--- src/verilog/dsad_pkg.sv ---
// Shared constants and carrier types for the DMA source attribute decoder.
// Assumes a 32-bit AXI4-Lite register bus with 12-bit byte addresses.
`default_nettype none

package dsad_pkg;

  // ********************************************************************
  // register map
  // ********************************************************************
  localparam int          ADDR_W        = 12;
  localparam logic [11:0] SAT_OFF       = 12'h530;
  localparam logic [11:0] STAT_OFF      = 12'h540;
  localparam logic [31:0] SAT_RESET     = 32'h0000_0000;
  localparam logic [31:0] SAT_WR_MASK   = 32'h3300_1FFF;

  // ********************************************************************
  // field positions
  // ********************************************************************
  localparam int TYPE_HI    = 29;
  localparam int TYPE_LO    = 28;
  localparam int PSZ_BIT    = 25;
  localparam int HOLD_BIT   = 24;
  localparam int RATE_HI    = 12;
  localparam int RATE_LO    = 11;
  localparam int KIND_HI    = 10;
  localparam int KIND_LO    = 8;
  localparam int WIDTH_HI   = 7;
  localparam int WIDTH_LO   = 6;
  localparam int SUP_BIT    = 5;
  localparam int PGM_BIT    = 4;
  localparam int SPACE_HI   = 3;
  localparam int SPACE_LO   = 0;

  // ********************************************************************
  // bus answers
  // ********************************************************************
  localparam logic [1:0] RESP_OKAY   = 2'h0;
  localparam logic [1:0] RESP_SLVERR = 2'h2;
  localparam logic [1:0] RESP_DECERR = 2'h3;

  // pattern advance per lane in byte mode: four lanes per word
  localparam logic [7:0]  BYTE_STEP  = 8'h04;
  localparam logic [31:0] WORD_STEP  = 32'h0000_0001;

  // ********************************************************************
  // encodings
  // ********************************************************************
  typedef enum logic [1:0] {
    DSAD_SRC_PCI = 2'b00,
    DSAD_SRC_VME = 2'b01,
    DSAD_SRC_PAT = 2'b10
  } dsad_src_t;

  typedef enum logic [1:0] {
    DSAD_W16  = 2'b00,
    DSAD_W32  = 2'b01,
    DSAD_W64  = 2'b10,
    DSAD_WRES = 2'b11
  } dsad_width_t;

  localparam logic [2:0] KIND_SCT  = 3'h0;
  localparam logic [2:0] KIND_BLT  = 3'h1;
  localparam logic [2:0] KIND_BCST = 3'h5;
  localparam logic [1:0] RATE_RES  = 2'h3;
  localparam logic [1:0] USER_HI   = 2'h1;

  typedef struct packed {
    logic [1:0]  fast_sst_rate;
    logic [2:0]  vme_xfer_kind;
    dsad_width_t vme_width_limit;
    logic        privileged_access;
    logic        program_access;
    logic [3:0]  vme_addr_space;
    logic        am_user;
    logic [5:0]  am_code;
  } dsad_vme_cfg_t;

  typedef struct packed {
    logic pattern_byte_size;
    logic pattern_hold;
  } dsad_pat_cfg_t;

endpackage : dsad_pkg

`default_nettype wire

--- src/verilog/dsad_top.sv ---
// Source attribute register of one DMA channel, its decode and the data
// pattern generator that it steers.
// Assumes one clock, a synchronous active-low reset and an AXI4-Lite master.
`timescale 1ns/100ps
`default_nettype none

module dsad_top (
  // clock, reset, enable
  input  wire logic                   aclk,
  input  wire logic                   aresetn,
  input  wire logic                   ce,
  // axi4-lite write address
  input  wire logic                   s_axi_awvalid,
  output var  logic                   s_axi_awready,
  input  wire logic [11:0]            s_axi_awaddr,
  // axi4-lite write data
  input  wire logic                   s_axi_wvalid,
  output var  logic                   s_axi_wready,
  input  wire logic [31:0]            s_axi_wdata,
  input  wire logic [3:0]             s_axi_wstrb,
  // axi4-lite write response
  output var  logic                   s_axi_bvalid,
  input  wire logic                   s_axi_bready,
  output var  logic [1:0]             s_axi_bresp,
  // axi4-lite read address
  input  wire logic                   s_axi_arvalid,
  output var  logic                   s_axi_arready,
  input  wire logic [11:0]            s_axi_araddr,
  // axi4-lite read data
  output var  logic                   s_axi_rvalid,
  input  wire logic                   s_axi_rready,
  output var  logic [31:0]            s_axi_rdata,
  output var  logic [1:0]             s_axi_rresp,
  // descriptor engine
  input  wire logic                   desc_load,
  input  wire logic [31:0]            desc_attr,
  // pattern consumer
  input  wire logic                   pat_start,
  input  wire logic [31:0]            pat_seed,
  input  wire logic                   pat_step,
  output var  logic [31:0]            pattern_word,
  // decoded attributes
  output var  dsad_pkg::dsad_src_t     src_kind,
  output var  dsad_pkg::dsad_vme_cfg_t vme_cfg,
  output var  dsad_pkg::dsad_pat_cfg_t pat_cfg,
  output var  logic                   cfg_fault
);

  // ********************************************************************
  // write channel state
  // ********************************************************************
  typedef enum logic [1:0] {
    DSAD_WS_IDLE = 2'b00,
    DSAD_WS_ADDR = 2'b01,
    DSAD_WS_DATA = 2'b10,
    DSAD_WS_RESP = 2'b11
  } dsad_wstate_t;

  function automatic logic dsad_hit(input logic [11:0] addr, input logic [11:0] off);
    dsad_hit = (addr[11:2] == off[11:2]);
  endfunction : dsad_hit

  dsad_wstate_t  wstate_reg;
  dsad_wstate_t  wstate_next;
  logic [11:0]   waddr_reg;
  logic [31:0]   wdata_reg;
  logic [3:0]    wstrb_reg;
  logic [31:0]   attr_reg;
  logic [31:0]   attr_next;
  logic [31:0]   status_word;
  logic [31:0]   lane_mask;
  logic [11:0]   waddr_eff;
  logic [31:0]   wdata_eff;
  logic [3:0]    wstrb_eff;
  logic          aw_hs;
  logic          w_hs;
  logic          do_write;
  logic          is_vme;
  logic          is_pat;
  logic          user_grp;
  logic          wide_kind;
  logic [2:0]    kind_f;
  logic [3:0]    space_f;
  logic [31:0]   pattern_step_word;

  assign aw_hs     = s_axi_awvalid && s_axi_awready;
  assign w_hs      = s_axi_wvalid && s_axi_wready;
  assign waddr_eff = aw_hs ? s_axi_awaddr : waddr_reg;
  assign wdata_eff = w_hs ? s_axi_wdata : wdata_reg;
  assign wstrb_eff = w_hs ? s_axi_wstrb : wstrb_reg;

  // ********************************************************************
  // write channel
  // ********************************************************************
  always_comb begin
    wstate_next = wstate_reg;
    unique case (wstate_reg)
      // state codes mirror which of data and address were taken
      DSAD_WS_IDLE: wstate_next = dsad_wstate_t'({w_hs, aw_hs});
      DSAD_WS_ADDR: wstate_next = w_hs ? DSAD_WS_RESP : DSAD_WS_ADDR;
      DSAD_WS_DATA: wstate_next = aw_hs ? DSAD_WS_RESP : DSAD_WS_DATA;
      DSAD_WS_RESP: wstate_next = s_axi_bready ? DSAD_WS_IDLE : DSAD_WS_RESP;
    endcase
  end

  assign do_write = (wstate_reg != DSAD_WS_RESP) && (wstate_next == DSAD_WS_RESP);

  always_ff @(posedge aclk) begin
    if (!aresetn) begin
      wstate_reg    <= DSAD_WS_IDLE;
      s_axi_awready <= 1'b1;
      s_axi_wready  <= 1'b1;
      s_axi_bvalid  <= 1'b0;
    end else if (ce) begin
      wstate_reg    <= wstate_next;
      s_axi_awready <= (wstate_next == DSAD_WS_IDLE) || (wstate_next == DSAD_WS_DATA);
      s_axi_wready  <= (wstate_next == DSAD_WS_IDLE) || (wstate_next == DSAD_WS_ADDR);
      s_axi_bvalid  <= (wstate_next == DSAD_WS_RESP);
    end
  end

  always_ff @(posedge aclk) begin
    if (!aresetn) begin
      waddr_reg   <= 12'h000;
      wdata_reg   <= 32'h0000_0000;
      wstrb_reg   <= 4'h0;
      s_axi_bresp <= dsad_pkg::RESP_OKAY;
    end else if (ce) begin
      if (aw_hs) begin
        waddr_reg <= s_axi_awaddr;
      end
      if (w_hs) begin
        wdata_reg <= s_axi_wdata;
        wstrb_reg <= s_axi_wstrb;
      end
      if (do_write) begin
        s_axi_bresp <= dsad_hit(waddr_eff, dsad_pkg::SAT_OFF)  ? dsad_pkg::RESP_OKAY :
                       dsad_hit(waddr_eff, dsad_pkg::STAT_OFF) ? dsad_pkg::RESP_SLVERR :
                       dsad_pkg::RESP_DECERR;
      end
    end
  end

  // ********************************************************************
  // attribute word
  // ********************************************************************
  genvar gl;
  generate
    for (gl = 0; gl < 4; gl++) begin : g_lane
      assign lane_mask[gl*8 +: 8] = {8{wstrb_eff[gl]}};
    end
  endgenerate

  // descriptor wins over a colliding software write: the chain owns the word
  always_comb begin
    attr_next = attr_reg;
    if (desc_load) begin
      attr_next = desc_attr & dsad_pkg::SAT_WR_MASK;
    end else if (do_write && dsad_hit(waddr_eff, dsad_pkg::SAT_OFF)) begin
      attr_next = ((attr_reg & ~lane_mask) | (wdata_eff & lane_mask))
                  & dsad_pkg::SAT_WR_MASK;
    end
  end

  always_ff @(posedge aclk) begin
    if (!aresetn) begin
      attr_reg <= dsad_pkg::SAT_RESET;
    end else if (ce) begin
      attr_reg <= attr_next;
    end
  end

  // ********************************************************************
  // read channel
  // ********************************************************************
  assign status_word = {27'h000_0000, cfg_fault, vme_cfg.vme_width_limit, src_kind};

  always_ff @(posedge aclk) begin
    if (!aresetn) begin
      s_axi_arready <= 1'b1;
      s_axi_rvalid  <= 1'b0;
      s_axi_rdata   <= 32'h0000_0000;
      s_axi_rresp   <= dsad_pkg::RESP_OKAY;
    end else if (ce) begin
      if (s_axi_arvalid && s_axi_arready) begin
        s_axi_arready <= 1'b0;
        s_axi_rvalid  <= 1'b1;
        if (dsad_hit(s_axi_araddr, dsad_pkg::SAT_OFF)) begin
          s_axi_rdata <= attr_reg;
          s_axi_rresp <= dsad_pkg::RESP_OKAY;
        end else if (dsad_hit(s_axi_araddr, dsad_pkg::STAT_OFF)) begin
          s_axi_rdata <= status_word;
          s_axi_rresp <= dsad_pkg::RESP_OKAY;
        end else begin
          s_axi_rdata <= 32'h0000_0000;
          s_axi_rresp <= dsad_pkg::RESP_DECERR;
        end
      end else if (s_axi_rvalid && s_axi_rready) begin
        s_axi_rvalid  <= 1'b0;
        s_axi_arready <= 1'b1;
      end
    end
  end

  // ********************************************************************
  // attribute decode
  // ********************************************************************
  assign is_pat    = attr_reg[dsad_pkg::TYPE_HI];
  assign is_vme    = !attr_reg[dsad_pkg::TYPE_HI] && attr_reg[dsad_pkg::TYPE_LO];
  assign kind_f    = attr_reg[dsad_pkg::KIND_HI:dsad_pkg::KIND_LO];
  assign space_f   = attr_reg[dsad_pkg::SPACE_HI:dsad_pkg::SPACE_LO];
  assign user_grp  = (space_f[3:2] == 2'b10);
  assign wide_kind = (kind_f != dsad_pkg::KIND_SCT) && (kind_f != dsad_pkg::KIND_BLT);

  always_ff @(posedge aclk) begin
    if (!aresetn) begin
      src_kind <= dsad_pkg::DSAD_SRC_PCI;
    end else if (ce) begin
      src_kind <= is_pat ? dsad_pkg::DSAD_SRC_PAT :
                  (is_vme ? dsad_pkg::DSAD_SRC_VME : dsad_pkg::DSAD_SRC_PCI);
    end
  end

  // foreign fields are forced to zero so consumers never see stale settings
  always_ff @(posedge aclk) begin
    if (!aresetn) begin
      vme_cfg <= '0;
    end else if (ce) begin
      if (!is_vme) begin
        vme_cfg <= '0;
      end else begin
        vme_cfg.fast_sst_rate     <= attr_reg[dsad_pkg::RATE_HI:dsad_pkg::RATE_LO];
        vme_cfg.vme_xfer_kind     <= kind_f;
        vme_cfg.vme_width_limit   <= wide_kind ? dsad_pkg::DSAD_W64
          : dsad_pkg::dsad_width_t'(attr_reg[dsad_pkg::WIDTH_HI:dsad_pkg::WIDTH_LO]);
        vme_cfg.privileged_access <= attr_reg[dsad_pkg::SUP_BIT];
        vme_cfg.program_access    <= attr_reg[dsad_pkg::PGM_BIT];
        vme_cfg.vme_addr_space    <= space_f;
        vme_cfg.am_user           <= user_grp;
        vme_cfg.am_code           <= {(user_grp ? {dsad_pkg::USER_HI, space_f[1:0]} : 4'h0),
                                      attr_reg[dsad_pkg::SUP_BIT],
                                      attr_reg[dsad_pkg::PGM_BIT]};
      end
    end
  end

  always_ff @(posedge aclk) begin
    if (!aresetn) begin
      pat_cfg <= '0;
    end else if (ce) begin
      pat_cfg.pattern_byte_size <= is_pat && attr_reg[dsad_pkg::PSZ_BIT];
      pat_cfg.pattern_hold      <= is_pat && attr_reg[dsad_pkg::HOLD_BIT];
    end
  end

  // reserved codes give undefined transfers; flag them for software
  always_ff @(posedge aclk) begin
    if (!aresetn) begin
      cfg_fault <= 1'b0;
    end else if (ce) begin
      cfg_fault <= is_vme && (
                   (attr_reg[dsad_pkg::RATE_HI:dsad_pkg::RATE_LO] == dsad_pkg::RATE_RES)
                   || (kind_f > dsad_pkg::KIND_BCST)
                   || (!wide_kind && attr_reg[dsad_pkg::WIDTH_HI])
                   || (space_f == 4'h3) || (space_f[3:1] == 3'h3)
                   || (space_f[3:2] == 2'b11));
    end
  end

  // ********************************************************************
  // pattern generator
  // ********************************************************************
  // always a full 32-bit word: byte size changes content, not beat width
  generate
    for (gl = 0; gl < 4; gl++) begin : g_step
      assign pattern_step_word[gl*8 +: 8] = pattern_word[gl*8 +: 8] + dsad_pkg::BYTE_STEP;
    end
  endgenerate

  always_ff @(posedge aclk) begin
    if (!aresetn) begin
      pattern_word <= 32'h0000_0000;
    end else if (ce && src_kind == dsad_pkg::DSAD_SRC_PAT) begin
      if (pat_start) begin
        pattern_word <= pat_cfg.pattern_byte_size
                        ? {pat_seed[7:0] + 8'h03, pat_seed[7:0] + 8'h02,
                           pat_seed[7:0] + 8'h01, pat_seed[7:0]} : pat_seed;
      end else if (pat_step && !pat_cfg.pattern_hold) begin
        pattern_word <= pat_cfg.pattern_byte_size ? pattern_step_word
                        : pattern_word + dsad_pkg::WORD_STEP;
      end
    end
  end
endmodule : dsad_top

`default_nettype wire

--- config.mk ---
export PLATFORM = sky130hd
export DESIGN_NAME = dsad_top
export DESIGN_NICKNAME = d
export VERILOG_FILES = /design/src/verilog/dsad_pkg.sv /design/src/verilog/dsad_top.sv
export SDC_FILE = /design/constraint.sdc
export NUM_CORES = 1
export LEC_CHECK = 0
export BUFFER_PORTS_ARGS = -buffer_cell sky130_fd_sc_hd__buf_2
export CORE_ASPECT_RATIO = 0.8
export CORE_MARGIN = 3
export CORE_UTILIZATION = 51
export DETAILED_ROUTE_END_ITERATION = 12
export GPL_TIMING_DRIVEN = 0
export PLACE_DENSITY = 0.81
export SETUP_SLACK_MARGIN = 0.4
export SKIP_LAST_GASP = 1
export SLEW_MARGIN = 20
export SYNTH_ARGS = -nofsm -noshare
export SYNTH_HDL_FRONTEND = slang
export SYNTH_SLANG_ARGS = --single-unit
export TNS_END_PERCENT = 100
--- constraint.sdc ---
create_clock -name aclk -period 2.4 [get_ports aclk]
set_input_delay 0.48 -clock aclk [delete_from_list [all_inputs] [get_ports aclk]]
set_output_delay 0.48 -clock aclk [all_outputs]
set_load 0.005 [all_outputs]
==> out/qor.yml <==
outcome: "complete, no violations"
hold_end: "wdata_reg[12]$_SDFFE_PN0P_"
synth_edf_count: 0
cts_buffer_depth: 2
htreeDepth: 4
hp-start: "s_axi_wdata[12]"
drc: 0
gp_congestion: 1.031
path_max_fanout: 4
hold_path_depth: 3
synth_top_cell_by_area: "dfxtp_1"
crit_arrival_ps: 2450
core_area_um2: 13150
dominantRegCellSynth: "dfxtp_1"
numCtsBuffers: 17
setup_viol: 0
cts_tree: "built"
final_util_pct: 71.14
io_buffers: 178
cts_root_buffer: "clkbuf_16"
grt_usage_pct: 32.68
vias: 8293
hold_buffers: 0
period_minus_slack_ps: 2170
overflow: 0
reg2reg_depth: 6
antenna_found_initial: 0
die-height_um: 110.9
power.static_leakage_nw: 3.861
ant_nets: 0
period_share_pct: 90.42
syn-cell-area_um2: 7015
wl_per_cell_um: 20.06
timing.fmax_mhz: 460.8
area_growth_pct: 33.32
hold_path.class: "in2reg"
ir_drop_mv: 0.6431
cap_violations: 0
ios: 233
layout.nets: 1273
setup_tns_ps: 0
layout-drive-gt1-share_pct: 31.09
clk_latency_ps: 430
relSlewSlack_pct: 42.26
grt_max_degree: 17
ys_top_cells_by_area: "dfxtp_1 (36%), nand2_1 (6.1%), a21oi_1 (5.6%)"
synth_cell_types: 74
num_rows: 37
vias_per_cell: 6.297
fin_skew_ps: 18.92
grt_pass1_vias: 7383
num_antenna_cells: 0
hold_violations: 0
drt_wl_total_um: 26410
worstMarginPinSlew_ps: 842.0
synth_cells: 896
async_flop_share_pct: 0
rrSetupSlack_ps: 230
p_per_area_nw_per_um2: 593.5
n_fill_cell: 1064
path_class: "reg2reg"
avgSynthCellArea_um2: 7.830
clkTransAtPathRegs_ps: 60
crit_path_start_kind: "register"
cts.sinks: 127
timing.rr.start: "waddr_reg[2]$_SDFFE_PN0P_"
floorplan.initialDensity_pct: 53.36
synth.top_cell.area_share_pct: 36.24
die_area_um2: 15210
synth_seq_cells: 127
yosys-top-cells-count: "dfxtp_1 (127), nand2_1 (114), nor2_1 (85), a21oi_1 (78), nor3_1 (57)"
yosysMostFrequentCell: "dfxtp_1"
cp-end-kind: "register"
rsz0062_at_grt: "true"
slew_violations: 0
ys.warnings.count: 0
yosysSeqAreaShare_pct: 36.24
firstDrtPassIters: 7
dp_hpwl_um: 18420
grt_pass1_wl_um: 39320
required_ps: 2680
fp.dieW_um: 137.1
drt_iter0_markers: 1337
cell usage in the layout (no fill, tap or decap), types with 33 or more instances in the layout:
cell type / count
nand2_1: 112
a22oi_1: 36
nor3_1: 57
nor2_1: 84
buf_2: 183
a21oi_1: 78
buf_4: 42
o21ai_0: 43
clkbuf_1: 33
dfxtp_1: 108
critical path, cell delays in order (launching register included):
cell and delay, ps:
dfxtp_2 330, nor4bb_4 290, nand3_2 170, buf_4 190, a2111oi_2 540, nor3_1 140
nor3_1 370
power breakdown:
part | internal [W] | leakage (nW) | switching (W)
logic | 0.000267 | 2.53 | 0.000417
clock network | 0.00157 | 0.286 | 0.00106
registers | 0.00217 | 1.04 | 0.0000681
routing by layer:
metal	vias up	share of wire, %	global-route usage (%)
li1	3752	-	-
met1	3821	42	46.83
met2	629	42	46.91
met3	91	13	9.347
met4	0	2.9	10.77
met5	-	0	0
worst max path at each step:
stage | slack (ps) | start | end | cells after the start
3_5_place_dp | -140 | s_axi_awaddr[3] | register | 6
3_3_place_gp | -190 | s_axi_araddr[3] | s_axi_rdata[2]$_SDFFE_PN0P_ | 6
4_1_cts | 360 | s_axi_awready$_SDFFE_PN1P_ | register | 6
2_1_floorplan | 330 | s_axi_awaddr[3] | register | 5
6_report | 230 | waddr_reg[2]$_SDFFE_PN0P_ | register | 6
5_1_grt | 210 | waddr_reg[4]$_SDFFE_PN0P_ | register | 6
cell type report:
| class | instances | area, µm² | area share, % |
|---|---|---|---|
| flip-flops and latches | 127 | 2584 | 27.63 |
| repair buffers | 199 | 1052 | 11.25 |
| clock inverters | 14 | 156.4 | 1.672 |
| well taps | 175 | 219.0 | 2.341 |
| plain buffers | 82 | 456.7 | 4.883 |
| clock buffers | 18 | 439.2 | 4.696 |
| multi-input cells | 690 | 4400 | 47.05 |
| inverters | 12 | 45.04 | 0.4816 |
kinds of logic (layout without fill, tap and decap cells):
kind of cell    after synthesis  in the layout  share of synthesized area [%]
compound gates              269            269                          25.74
simple gates                359            359                          24.74
fa+ha+maj                     9              9                          1.605
buf+inv                      94            325                          6.563
mux                          25             25                          3.567
xor+xnor                     12             12                          1.498
flops                       127            127                          36.24
other cells                   1             16                        0.05345
what timing repair did:
| item | in CTS | in global routing |
|---|---|---|
| endpoints found under the setup margin | 57 | 57 |
| pin swaps | 5 | 20 |
| gates resized for setup | 42 | 74 |
| buffers inserted | 12 | 9 |
stage by stage:
stage | area (µm²) | setup slack (ps) | instances | total power, W | hold WS (ps)
CTS | 9055 | 361.0 | 1308 | 0.005479 | 301.8
floorplan | 7107 | 333.4 | 911 | 0.002637 | 431.5
detailed placement | 8223 | -138.1 | 1264 | 0.002891 | 443.5
global placement | 8217 | -186.3 | 1264 | 0.002882 | 437.2
global route | 9353 | 208.0 | 1317 | 0.005724 | 301.4
finish | 9353 | 229.9 | 1317 | 0.005551 | 304.3
(Power assumes the default switching activity.)
